`src/can_rx_consts.svh`:
```
// Constants for the receive flag and mask block: register offsets, field positions, reset values.
// Included by bare name; holds definitions only.
`ifndef CAN_RX_CONSTS_SVH
`define CAN_RX_CONSTS_SVH
`define OFS_STD_MASK 12'h000
`define OFS_EXT_MASK_HIGH 12'h004
`define OFS_EXT_MASK_LOW 12'h008
`define OFS_FULL_LOW 12'h00C
`define OFS_FULL_HIGH 12'h010
`define OFS_OVF_LOW 12'h014
`define OFS_OVF_HIGH 12'h018
`define OFS_IRQ_STATUS 12'h01C
`define OFS_IRQ_MASK 12'h020
`define OFS_FILTER 12'h024
`define STD_MASK_POS 5
`define ID_TYPE_MODE_POS 3
`define EXT_HIGH_MASK_POS 0
`define FILTER_STD_POS 16
`define FILTER_EXT_POS 0
`define FILTER_FORMAT_POS 29
`define IRQ_FILL_POS 0
`define IRQ_OVF_POS 1
`define IRQ_MATCH_POS 2
`define FLAGS_RESET 16'h0000
`define MASK_RESET 16'h0000
`define CTRL_RESET 32'h00000000
`define IRQ_RESET 3'h0
`endif

```
`src/can_rx_pkg.sv`:
```
// Types for the receive flag and mask block.
// Assumes nothing of its surroundings.
package can_rx_pkg;
   typedef enum logic [1:0] {bus_idle, bus_access} apb_phase_e;
   typedef logic [15:0] half_word_t;
endpackage : can_rx_pkg
```
`src/can_rx_buffer_flags.sv`:
```
// Receive-buffer full and overflow flags, identifier mask registers and an APB slave.
// Assumes APB signals and receive-write requests are synchronous to sys_clk_in.
// Notes on behaviour
// - Low extended mask bit 1 compares that identifier bit; 0 ignores it.
// - Thirty-two full flags; buffers 0-15 in low register, 16-31 in high.
// - Filling a buffer with a received message sets its full flag.
// - Thirty-two overflow flags split over low and high registers, one bit each.
// - Writing a message to an already full buffer sets its overflow flag.
// - Standard mask bit 1 compares that identifier bit; 0 ignores it.
// - With type-match mode set, message format must equal the filter format select.
`timescale 1ns/1ps
`include "can_rx_consts.svh"
module can_rx_buffer_flags #(
   parameter int NUM_BUFFERS = 32
) (
   input wire logic sys_clk_in,
   input wire logic reset_in,
   input wire logic psel_in,
   input wire logic penable_in,
   input wire logic pwrite_in,
   input wire logic [11:0] paddr_in,
   input wire logic [31:0] pwdata_in,
   output logic [31:0] prdata_out,
   output logic pready_out,
   output logic pslverr_out,
   input wire logic rx_write_in,
   input wire logic [4:0] rx_buffer_in,
   input wire logic [10:0] msg_std_id_in,
   input wire logic [17:0] msg_ext_id_in,
   input wire logic msg_is_ext_in,
   output logic rx_accept_out,
   output logic irq_out
);
   can_rx_pkg::half_word_t ext_id_mask_low_r;
   logic [13:0] std_mask_r;
   logic [31:0] filter_r;
   logic [2:0] irq_status_r;
   logic [2:0] irq_mask_r;
   logic [NUM_BUFFERS-1:0] rx_buffer_full_flag;
   logic [NUM_BUFFERS-1:0] rx_buffer_overflow_flag;
   can_rx_pkg::apb_phase_e phase_r;
   logic [31:0] read_nxt;

   wire access = psel_in && penable_in;
   wire wr = access && pwrite_in;
   wire rd = access && !pwrite_in;
   wire sel_std = paddr_in == `OFS_STD_MASK;
   wire sel_ext_hi = paddr_in == `OFS_EXT_MASK_HIGH;
   wire sel_ext_lo = paddr_in == `OFS_EXT_MASK_LOW;
   wire sel_full_lo = paddr_in == `OFS_FULL_LOW;
   wire sel_full_hi = paddr_in == `OFS_FULL_HIGH;
   wire sel_ovf_lo = paddr_in == `OFS_OVF_LOW;
   wire sel_ovf_hi = paddr_in == `OFS_OVF_HIGH;
   wire sel_irq_st = paddr_in == `OFS_IRQ_STATUS;
   wire sel_irq_mk = paddr_in == `OFS_IRQ_MASK;
   wire sel_filter = paddr_in == `OFS_FILTER;
   wire mapped = sel_std || sel_ext_hi || sel_ext_lo || sel_full_lo || sel_full_hi || sel_ovf_lo || sel_ovf_hi ||
      sel_irq_st || sel_irq_mk || sel_filter;

   // Low-half clear mask: a written 0 requests a clear, a written 1 is ignored.
   function automatic logic [15:0] zero_clears(input logic [31:0] data);
      zero_clears = ~data[15:0];
   endfunction : zero_clears

   wire [NUM_BUFFERS-1:0] full_clear = {
      (wr && sel_full_hi) ? zero_clears(pwdata_in) : 16'h0000,
      (wr && sel_full_lo) ? zero_clears(pwdata_in) : 16'h0000};
   wire [NUM_BUFFERS-1:0] ovf_clear = {
      (wr && sel_ovf_hi) ? zero_clears(pwdata_in) : 16'h0000,
      (wr && sel_ovf_lo) ? zero_clears(pwdata_in) : 16'h0000};

   wire filter_match;
   can_rx_id_filter u_filter (
      .msg_std_id_in(msg_std_id_in),
      .msg_ext_id_in(msg_ext_id_in),
      .msg_is_ext_in(msg_is_ext_in),
      .filt_std_id_in(filter_r[`FILTER_STD_POS +: 11]),
      .filt_ext_id_in(filter_r[`FILTER_EXT_POS +: 16] == 16'h0000 ? 18'h00000 :
         {2'b00, filter_r[`FILTER_EXT_POS +: 16]}),
      .filter_format_select_in(filter_r[`FILTER_FORMAT_POS]),
      .std_id_mask_bits_in(std_mask_r[13:3]),
      .ext_id_mask_bits_in({std_mask_r[1:0], ext_id_mask_low_r}),
      .id_type_match_mode_in(std_mask_r[2]),
      .match_out(filter_match)
   );

   // Only accepted messages are written, so only they touch the flags.
   wire do_write = rx_write_in && filter_match;
   wire [NUM_BUFFERS-1:0] buf_onehot = do_write ? (NUM_BUFFERS'(1) << rx_buffer_in) : '0;
   wire [NUM_BUFFERS-1:0] ovf_set = buf_onehot & rx_buffer_full_flag;

   can_rx_flag_bank #(.NUM_BUFFERS(NUM_BUFFERS)) u_full (
      .sys_clk_in(sys_clk_in),
      .reset_in(reset_in),
      .set_in(buf_onehot),
      .clear_in(full_clear),
      .flags_out(rx_buffer_full_flag)
   );

   can_rx_flag_bank #(.NUM_BUFFERS(NUM_BUFFERS)) u_ovf (
      .sys_clk_in(sys_clk_in),
      .reset_in(reset_in),
      .set_in(ovf_set),
      .clear_in(ovf_clear),
      .flags_out(rx_buffer_overflow_flag)
   );

   wire [2:0] irq_events = {do_write, |ovf_set, do_write & ~|ovf_set};
   wire [2:0] irq_event_bits = {irq_events[2], irq_events[1], irq_events[0]};
   wire irq_status_read = rd && sel_irq_st && phase_r == can_rx_pkg::bus_access;

   always_comb begin
      read_nxt = 32'h00000000;
      if (sel_std) begin
         read_nxt = {16'h0000, std_mask_r[13:3], 1'b0, std_mask_r[2], 1'b0, std_mask_r[1:0]};
      end else if (sel_ext_hi) begin
         read_nxt = {30'h00000000, std_mask_r[1:0]};
      end else if (sel_ext_lo) begin
         read_nxt = {16'h0000, ext_id_mask_low_r};
      end else if (sel_full_lo) begin
         read_nxt = {16'h0000, rx_buffer_full_flag[15:0]};
      end else if (sel_full_hi) begin
         read_nxt = {16'h0000, rx_buffer_full_flag[31:16]};
      end else if (sel_ovf_lo) begin
         read_nxt = {16'h0000, rx_buffer_overflow_flag[15:0]};
      end else if (sel_ovf_hi) begin
         read_nxt = {16'h0000, rx_buffer_overflow_flag[31:16]};
      end else if (sel_irq_st) begin
         read_nxt = {29'h00000000, irq_status_r};
      end else if (sel_irq_mk) begin
         read_nxt = {29'h00000000, irq_mask_r};
      end else if (sel_filter) begin
         read_nxt = filter_r;
      end
   end

   // The slave inserts one wait state so read data and pready both leave flip-flops.
   always_ff @(posedge sys_clk_in) begin
      if (reset_in) begin
         phase_r <= can_rx_pkg::bus_idle;
         pready_out <= 1'b0;
         pslverr_out <= 1'b0;
         prdata_out <= `CTRL_RESET;
      end else if (access && phase_r == can_rx_pkg::bus_idle) begin
         phase_r <= can_rx_pkg::bus_access;
         pready_out <= 1'b1;
         pslverr_out <= !mapped;
         prdata_out <= pwrite_in ? 32'h00000000 : read_nxt;
      end else begin
         phase_r <= can_rx_pkg::bus_idle;
         pready_out <= 1'b0;
         pslverr_out <= 1'b0;
      end
   end

   // Mask, filter and interrupt-mask writes land only at the completing edge of the access; flag clears act on both edges.
   wire commit_wr = wr && phase_r == can_rx_pkg::bus_access;

   always_ff @(posedge sys_clk_in) begin
      if (reset_in) begin
         ext_id_mask_low_r <= `MASK_RESET;
         std_mask_r <= 14'h0000;
         filter_r <= `CTRL_RESET;
         irq_mask_r <= `IRQ_RESET;
      end else if (commit_wr) begin
         if (sel_ext_lo) ext_id_mask_low_r <= pwdata_in[15:0];
         if (sel_std) std_mask_r <= {pwdata_in[`STD_MASK_POS +: 11], pwdata_in[`ID_TYPE_MODE_POS],
            pwdata_in[1:0]};
         if (sel_ext_hi) std_mask_r[1:0] <= pwdata_in[`EXT_HIGH_MASK_POS +: 2];
         if (sel_filter) filter_r <= pwdata_in;
         if (sel_irq_mk) irq_mask_r <= pwdata_in[2:0];
      end
   end

   // A new event in the cycle of a clearing read stays set.
   always_ff @(posedge sys_clk_in) begin
      if (reset_in) begin
         irq_status_r <= `IRQ_RESET;
         irq_out <= 1'b0;
         rx_accept_out <= 1'b0;
      end else begin
         irq_status_r <= (irq_status_read ? 3'h0 : irq_status_r) | irq_event_bits;
         irq_out <= |(((irq_status_read ? 3'h0 : irq_status_r) | irq_event_bits) & irq_mask_r);
         rx_accept_out <= do_write;
      end
   end
endmodule : can_rx_buffer_flags

```
`src/can_rx_flag_bank.sv`:
```
// One bank of sticky per-buffer flags, set by receive logic and cleared by software.
// Assumes set and clear requests are synchronous to sys_clk_in.
`timescale 1ns/1ps
`include "can_rx_consts.svh"
module can_rx_flag_bank #(
   parameter int NUM_BUFFERS = 32
) (
   input wire logic sys_clk_in,
   input wire logic reset_in,
   input wire logic [NUM_BUFFERS-1:0] set_in,
   input wire logic [NUM_BUFFERS-1:0] clear_in,
   output logic [NUM_BUFFERS-1:0] flags_out
);
   // A set arriving in the same cycle as a clear wins, so no event is lost.
   genvar i;
   generate
      for (i = 0; i < NUM_BUFFERS; i++) begin : g_flag
         always_ff @(posedge sys_clk_in) begin
            if (reset_in) begin
               flags_out[i] <= 1'b0;
            end else if (set_in[i]) begin
               flags_out[i] <= 1'b1;
            end else if (clear_in[i]) begin
               flags_out[i] <= 1'b0;
            end
         end
      end
   endgenerate
endmodule : can_rx_flag_bank

```
`src/can_rx_id_filter.sv`:
```
// Masked identifier comparison of one received message against one filter.
// Assumes message identifier and format arrive with the buffer-write request.
`timescale 1ns/1ps
module can_rx_id_filter (
   input wire logic [10:0] msg_std_id_in,
   input wire logic [17:0] msg_ext_id_in,
   input wire logic msg_is_ext_in,
   input wire logic [10:0] filt_std_id_in,
   input wire logic [17:0] filt_ext_id_in,
   input wire logic filter_format_select_in,
   input wire logic [10:0] std_id_mask_bits_in,
   input wire logic [17:0] ext_id_mask_bits_in,
   input wire logic id_type_match_mode_in,
   output logic match_out
);
   wire std_equal;
   wire ext_equal;
   wire format_ok;
   assign std_equal = ((msg_std_id_in ^ filt_std_id_in) & std_id_mask_bits_in) == 11'h000;
   assign ext_equal = ((msg_ext_id_in ^ filt_ext_id_in) & ext_id_mask_bits_in) == 18'h00000;
   // A standard frame carries no extended bits, so only the standard part is compared for it.
   assign format_ok = !id_type_match_mode_in || (msg_is_ext_in == filter_format_select_in);
   assign match_out = format_ok && std_equal && (!msg_is_ext_in || ext_equal);
endmodule : can_rx_id_filter

```
`config.mk`:
```
export PLATFORM = sky130hd
export DESIGN_NAME = can_rx_buffer_flags
export DESIGN_NICKNAME = d
export VERILOG_FILES = /design/src/can_rx_pkg.sv /design/src/can_rx_buffer_flags.sv /design/src/can_rx_flag_bank.sv /design/src/can_rx_id_filter.sv
export VERILOG_INCLUDE_DIRS = /design/src
export SDC_FILE = /design/constraint.sdc
export NUM_CORES = 1
export LEC_CHECK = 0
export BUFFER_PORTS_ARGS = -buffer_cell sky130_fd_sc_hd__buf_2
export CAP_MARGIN = 0
export CORE_MARGIN = 4
export CORE_UTILIZATION = 45
export CTS_CLUSTER_SIZE = 28
export DETAILED_ROUTE_END_ITERATION = 16
export MAX_ROUTING_LAYER = met4
export PLACE_DENSITY = 0.64
export SETUP_SLACK_MARGIN = 0.05
export SLEW_MARGIN = 20
export SYNTH_ARGS = -nofsm -noshare
export SYNTH_HDL_FRONTEND = slang
export SYNTH_SLANG_ARGS = --single-unit
```
`constraint.sdc`:
```
create_clock -name sys_clk_in -period 2.4 [get_ports sys_clk_in]
set_input_delay 0 -clock sys_clk_in [delete_from_list [all_inputs] [get_ports sys_clk_in]]
set_output_delay 0 -clock sys_clk_in [all_outputs]
set_load 0.1 [all_outputs]
```
==> run summary <==
SYNTHESIS
-----------------------------------------------------------------------------------------------
Average instance area after synthesis                                               8.196 sq um
Yosys warning total                                                                           0
Portion of the post-synthesis area used by sequential elements                           0.4252
Number of flops mapped to enable cells by yosys                                               0
Top FF cell, synth                                                                 sky130_fd_sc_hd__dfxtp_1
Area contributors post-synth                                                       sky130_fd_sc_hd__dfxtp_1 (43%), sky130_fd_sc_hd__nand2_1 (7.7%), sky130_fd_sc_hd__o21ai_0 (5.2%), sky130_fd_sc_hd__o211ai_1 (5.0%), sky130_fd_sc_hd__a21oi_1 (5.0%)
Cell taking the most area after synthesis                                          sky130_fd_sc_hd__dfxtp_1
Synth cell types                                                                             64
Share of flip-flops with an asynchronous set or reset                                         0
Proportion of netlist area held by the largest area contributor                          0.4252
Synth Net Count                                                                            1050
Most numerous cell types in the synthesized netlist                                sky130_fd_sc_hd__dfxtp_1 (168), sky130_fd_sc_hd__nand2_1 (162), sky130_fd_sc_hd__o21ai_0 (82)
Synthesized flop and latch total                                                            168
Library cell with the highest instance count after synthesis                       sky130_fd_sc_hd__dfxtp_1
Netlist area before placement                                                        7909 sq um
Synth Instances                                                                             965

TIMING
-----------------------------------------------------------------------------------------------
Max-slew violations                                                                           0
Slew HR                                                                                  0.4531
Post-route clock skew                                                                0.01116 ns
Total Negative Setup Slacks                                                                0 ns
Minimum clock period after layout                                                      2.189 ns
Final Hold Vio Count                                                                          0
Crit share post-route                                                                    0.9122
RSZ-0062 raised after global routing                                                         no
Slew of the pin with the lowest slew margin                                           0.8174 ns
# setup viols final                                                                           0
Highest attainable clock frequency                                                   0.4568 GHz

PLACED DESIGN
-----------------------------------------------------------------------------------------------
Port buffer count                                                                           120
Global placer's final weighted congestion                                                0.9725
DPL Wire Length                                                                    20530 microns

GLOBAL ROUTE
-----------------------------------------------------------------------------------------------
Global Route met2 Usage                                                                  0.4433
Antenna violations before repair                                                              0
Global routing usage on met1                                                             0.4163
Global-route wire length before repair                                             45260 microns
Busiest layer in global routing                                                            met2
Combined global-route utilization of all metal layers                                    0.3006
Global routing usage on met3                                                            0.05699
Vias in the first global route                                                             7754
Largest net degree at the start of global routing                                            67
Overflow after GRT                                                                            0

WORST SETUP PATH
-----------------------------------------------------------------------------------------------
Data arrival, critical path                                                             2.58 ns
Critical path capture point                                                        prdata_out[15]
Critical path class                                                                      in2reg
Maximum fanout along the worst path                                                           5
Worst Setup SP                                                                      paddr_in[5]
Ordered cell list for the critical path                                            buf_2 -> nor4b_2 -> nand4_1 -> nor2_1 -> a221o_1 -> a221oi_1 -> or3_1 -> a21oi_1 -> dlygate4sd3_1
Launching element type of the critical path                                           input pin
Crit path max-delay cell type                                                      sky130_fd_sc_hd__nor4b_2
Worst reg2reg setup slack                                                               0.22 ns
Origin of the critical flop-to-flop path                                            filter_r[8]
Worst reg-to-reg path cell count                                                              8
Endpoint required time on the critical path                                             2.79 ns
Capture point of the worst reg-to-reg path                                         u_full.flags_out[18]
Delay of the slowest cell on the worst path                                             0.59 ns
Endpoint kind of the worst setup timing path                                          flip-flop

DRT
-----------------------------------------------------------------------------------------------
Post-detailed-routing wire length                                                  29020 microns
Via count normalized by instance count                                                    6.110
1st-iter DRT viols                                                                         1337
Total number of vias                                                                       8285
Number of routed nets with antenna violations                                                 0
Remaining routing DRC violations                                                              0
Per-cell routed wire length                                                        21.40 microns
Count of TritonRoute iterations in the first routing pass                                     7

CELLS AND AREA
-----------------------------------------------------------------------------------------------
Area delta synth->final                                                                  26.10%
Final-stage net count                                                                      1203
Final Util                                                                               0.5786
Number of antenna diodes                                                                      0
Share of final-layout standard cells stronger than drive strength 1                      0.1954

HOLD PATH
-----------------------------------------------------------------------------------------------
Class of the tightest hold or removal check                                              in2reg
Cells on Worst Hold Path                                                                      3
Launch point of the worst hold path                                                rx_buffer_in[3]

CLOCK NETWORK
-----------------------------------------------------------------------------------------------
CTS Buffer Depth                                                                              2
Clock latency on the worst-skew pair                                                    0.44 ns
CTS Root Buffer Type                                                               sky130_fd_sc_hd__clkbuf_16
Count of buffers added by post-CTS timing repair for setup                                    0
CTS Sinks                                                                                   168
CTS tree                                                                                  built
TritonCTS buffer count                                                                       17
Clock input transition at the sequential cells of the worst setup and hold paths        0.07 ns
H-tree depth                                                                                  4

JOB
-----------------------------------------------------------------------------------------------
Max capacitance violation total                                                               0

POWER
-----------------------------------------------------------------------------------------------
Power per standard cell area                                                       623.5 nW/um^2
Worst voltage drop across the vdd grid                                                 563.6 uV
Leakage                                                                             0.003686 uW
Total chip power                                                                        6218 uW

FLOORPLANNING
-----------------------------------------------------------------------------------------------
Core area                                                                           17240 sq um
Number of placement rows                                                                     48
Die extent in y                                                                    140.6 microns
Number of top-level pins                                                                    121
Initial core utilization                                                                 0.4588
Die footprint                                                                       19760 sq um
Die boundary width                                                                 140.6 microns

RUN STATUS
-----------------------------------------------------------------------------------------------
Run status                                                                         complete, no violations

[worst max-delay path, delay by kind of cell]
kind	cells	cell delay (ns)
compound gates	3	0.42
simple gates	4	1.49
buf+inv	2	0.67
[logic make-up after synthesis]
family,count (synthesis),synth area share
compound gates,335,0.2776
xor+xnor,28,0.03101
buf+inv,83,0.04303
flops,168,0.4252
mux,23,0.03243
simple gates,328,0.1906
[metal layers]
layer | routed length (microns) | vias to the layer above
li1 | - | 3853
met1 | 12500 | 3946
met2 | 13000 | 418
met3 | 2610 | 68
met4 | 909 | 0
met5 | 0 | -
[sequential cells by signal, indices dropped and copies added (netlist names)]
| signal | count |
|---|---|
| filter_r | 32 |
| phase_r | 1 |
| u_ovf.flags_out | 32 |
| irq_out | 1 |
| ext_id_mask_low_r | 16 |
| rx_accept_out | 1 |
| pslverr_out | 1 |
| prdata_out | 32 |
| irq_status_r | 3 |
| irq_mask_r | 3 |
| std_mask_r | 14 |
| u_full.flags_out | 32 |
[worst min path at each step]
stage                           end  slack (ns)
6_report       u_full.flags_out[15]        0.05
5_1_grt               prdata_out[1]        0.08
4_1_cts        u_full.flags_out[15]        0.03
3_5_place_dp           filter_r[18]        0.25
3_3_place_gp           filter_r[30]        0.25
2_1_floorplan  ext_id_mask_low_r[9]        0.14
[metrics by stage]
stage          setup WS [ns]  cells  hold WS [ns]  area, sq um
2_1_floorplan        0.08665    965        0.1360         7909
3_3_place_gp          0.2092   1283        0.2459         8921
3_5_place_dp          0.2038   1283        0.2507         8921
4_1_cts               0.1681   1356       0.02940         9966
5_1_grt              0.08045   1356       0.08249         9973
6_report              0.2108   1356       0.04689         9973
[power by group]
group          switching, uW  internal (uW)
Sequential              14.7           2800
Clock                   1340           1600
Combinational            301            166
Total                   1650           4560
[cells in the final DEF (no fill, tap or decap), types with 3 or more instances in the layout]
cell | Yosys | routed
sky130_fd_sc_hd__a31oi_1 | 3 | 3
sky130_fd_sc_hd__xor2_1 | 28 | 28
sky130_fd_sc_hd__buf_12 | 0 | 4
sky130_fd_sc_hd__or3_1 | 5 | 5
sky130_fd_sc_hd__o211ai_1 | 53 | 53
sky130_fd_sc_hd__o21ai_0 | 82 | 82
sky130_fd_sc_hd__dlygate4sd3_1 | 0 | 41
sky130_fd_sc_hd__a22o_1 | 23 | 23
sky130_fd_sc_hd__nand4_1 | 14 | 14
sky130_fd_sc_hd__mux2i_1 | 20 | 20
sky130_fd_sc_hd__nor2b_1 | 5 | 5
sky130_fd_sc_hd__nand3_1 | 22 | 22
sky130_fd_sc_hd__nor3_1 | 8 | 7
sky130_fd_sc_hd__o21ai_1 | 8 | 8
sky130_fd_sc_hd__a221oi_1 | 6 | 6
sky130_fd_sc_hd__clkinv_8 | 0 | 4
sky130_fd_sc_hd__nand2_1 | 162 | 162
sky130_fd_sc_hd__inv_6 | 0 | 3
sky130_fd_sc_hd__a222oi_1 | 14 | 14
sky130_fd_sc_hd__buf_2 | 8 | 119
sky130_fd_sc_hd__o22ai_1 | 4 | 4
sky130_fd_sc_hd__dfxtp_1 | 168 | 168
sky130_fd_sc_hd__nor4_1 | 5 | 3
sky130_fd_sc_hd__nand2b_1 | 5 | 5
sky130_fd_sc_hd__and3_1 | 5 | 5
sky130_fd_sc_hd__a22oi_1 | 41 | 41
sky130_fd_sc_hd__inv_1 | 10 | 10
sky130_fd_sc_hd__a21oi_1 | 79 | 79
sky130_fd_sc_hd__clkbuf_16 | 0 | 17
sky130_fd_sc_hd__buf_4 | 1 | 43
sky130_fd_sc_hd__or2_2 | 4 | 4
sky130_fd_sc_hd__nor2_1 | 74 | 73
sky130_fd_sc_hd__inv_8 | 0 | 3
[cell type report]
type / count / area, sq um
clock inverters: 15 / 209.0
fillers: 1574 / 7263
inverters: 10 / 37.54
repair buffers: 207 / 1409
well taps: 225 / 281.5
flip-flops and latches: 168 / 3363
multi-input cells: 714 / 4248
clock buffers: 17 / 425.4
[repair_timing]
action	CTS	global route
hold buffers	41	0
endpoints found under the setup margin	0	2
gates resized for setup	0	1
endpoints found under the hold margin	129	0
No activity file was read; power rests on OpenSTA's default activity.
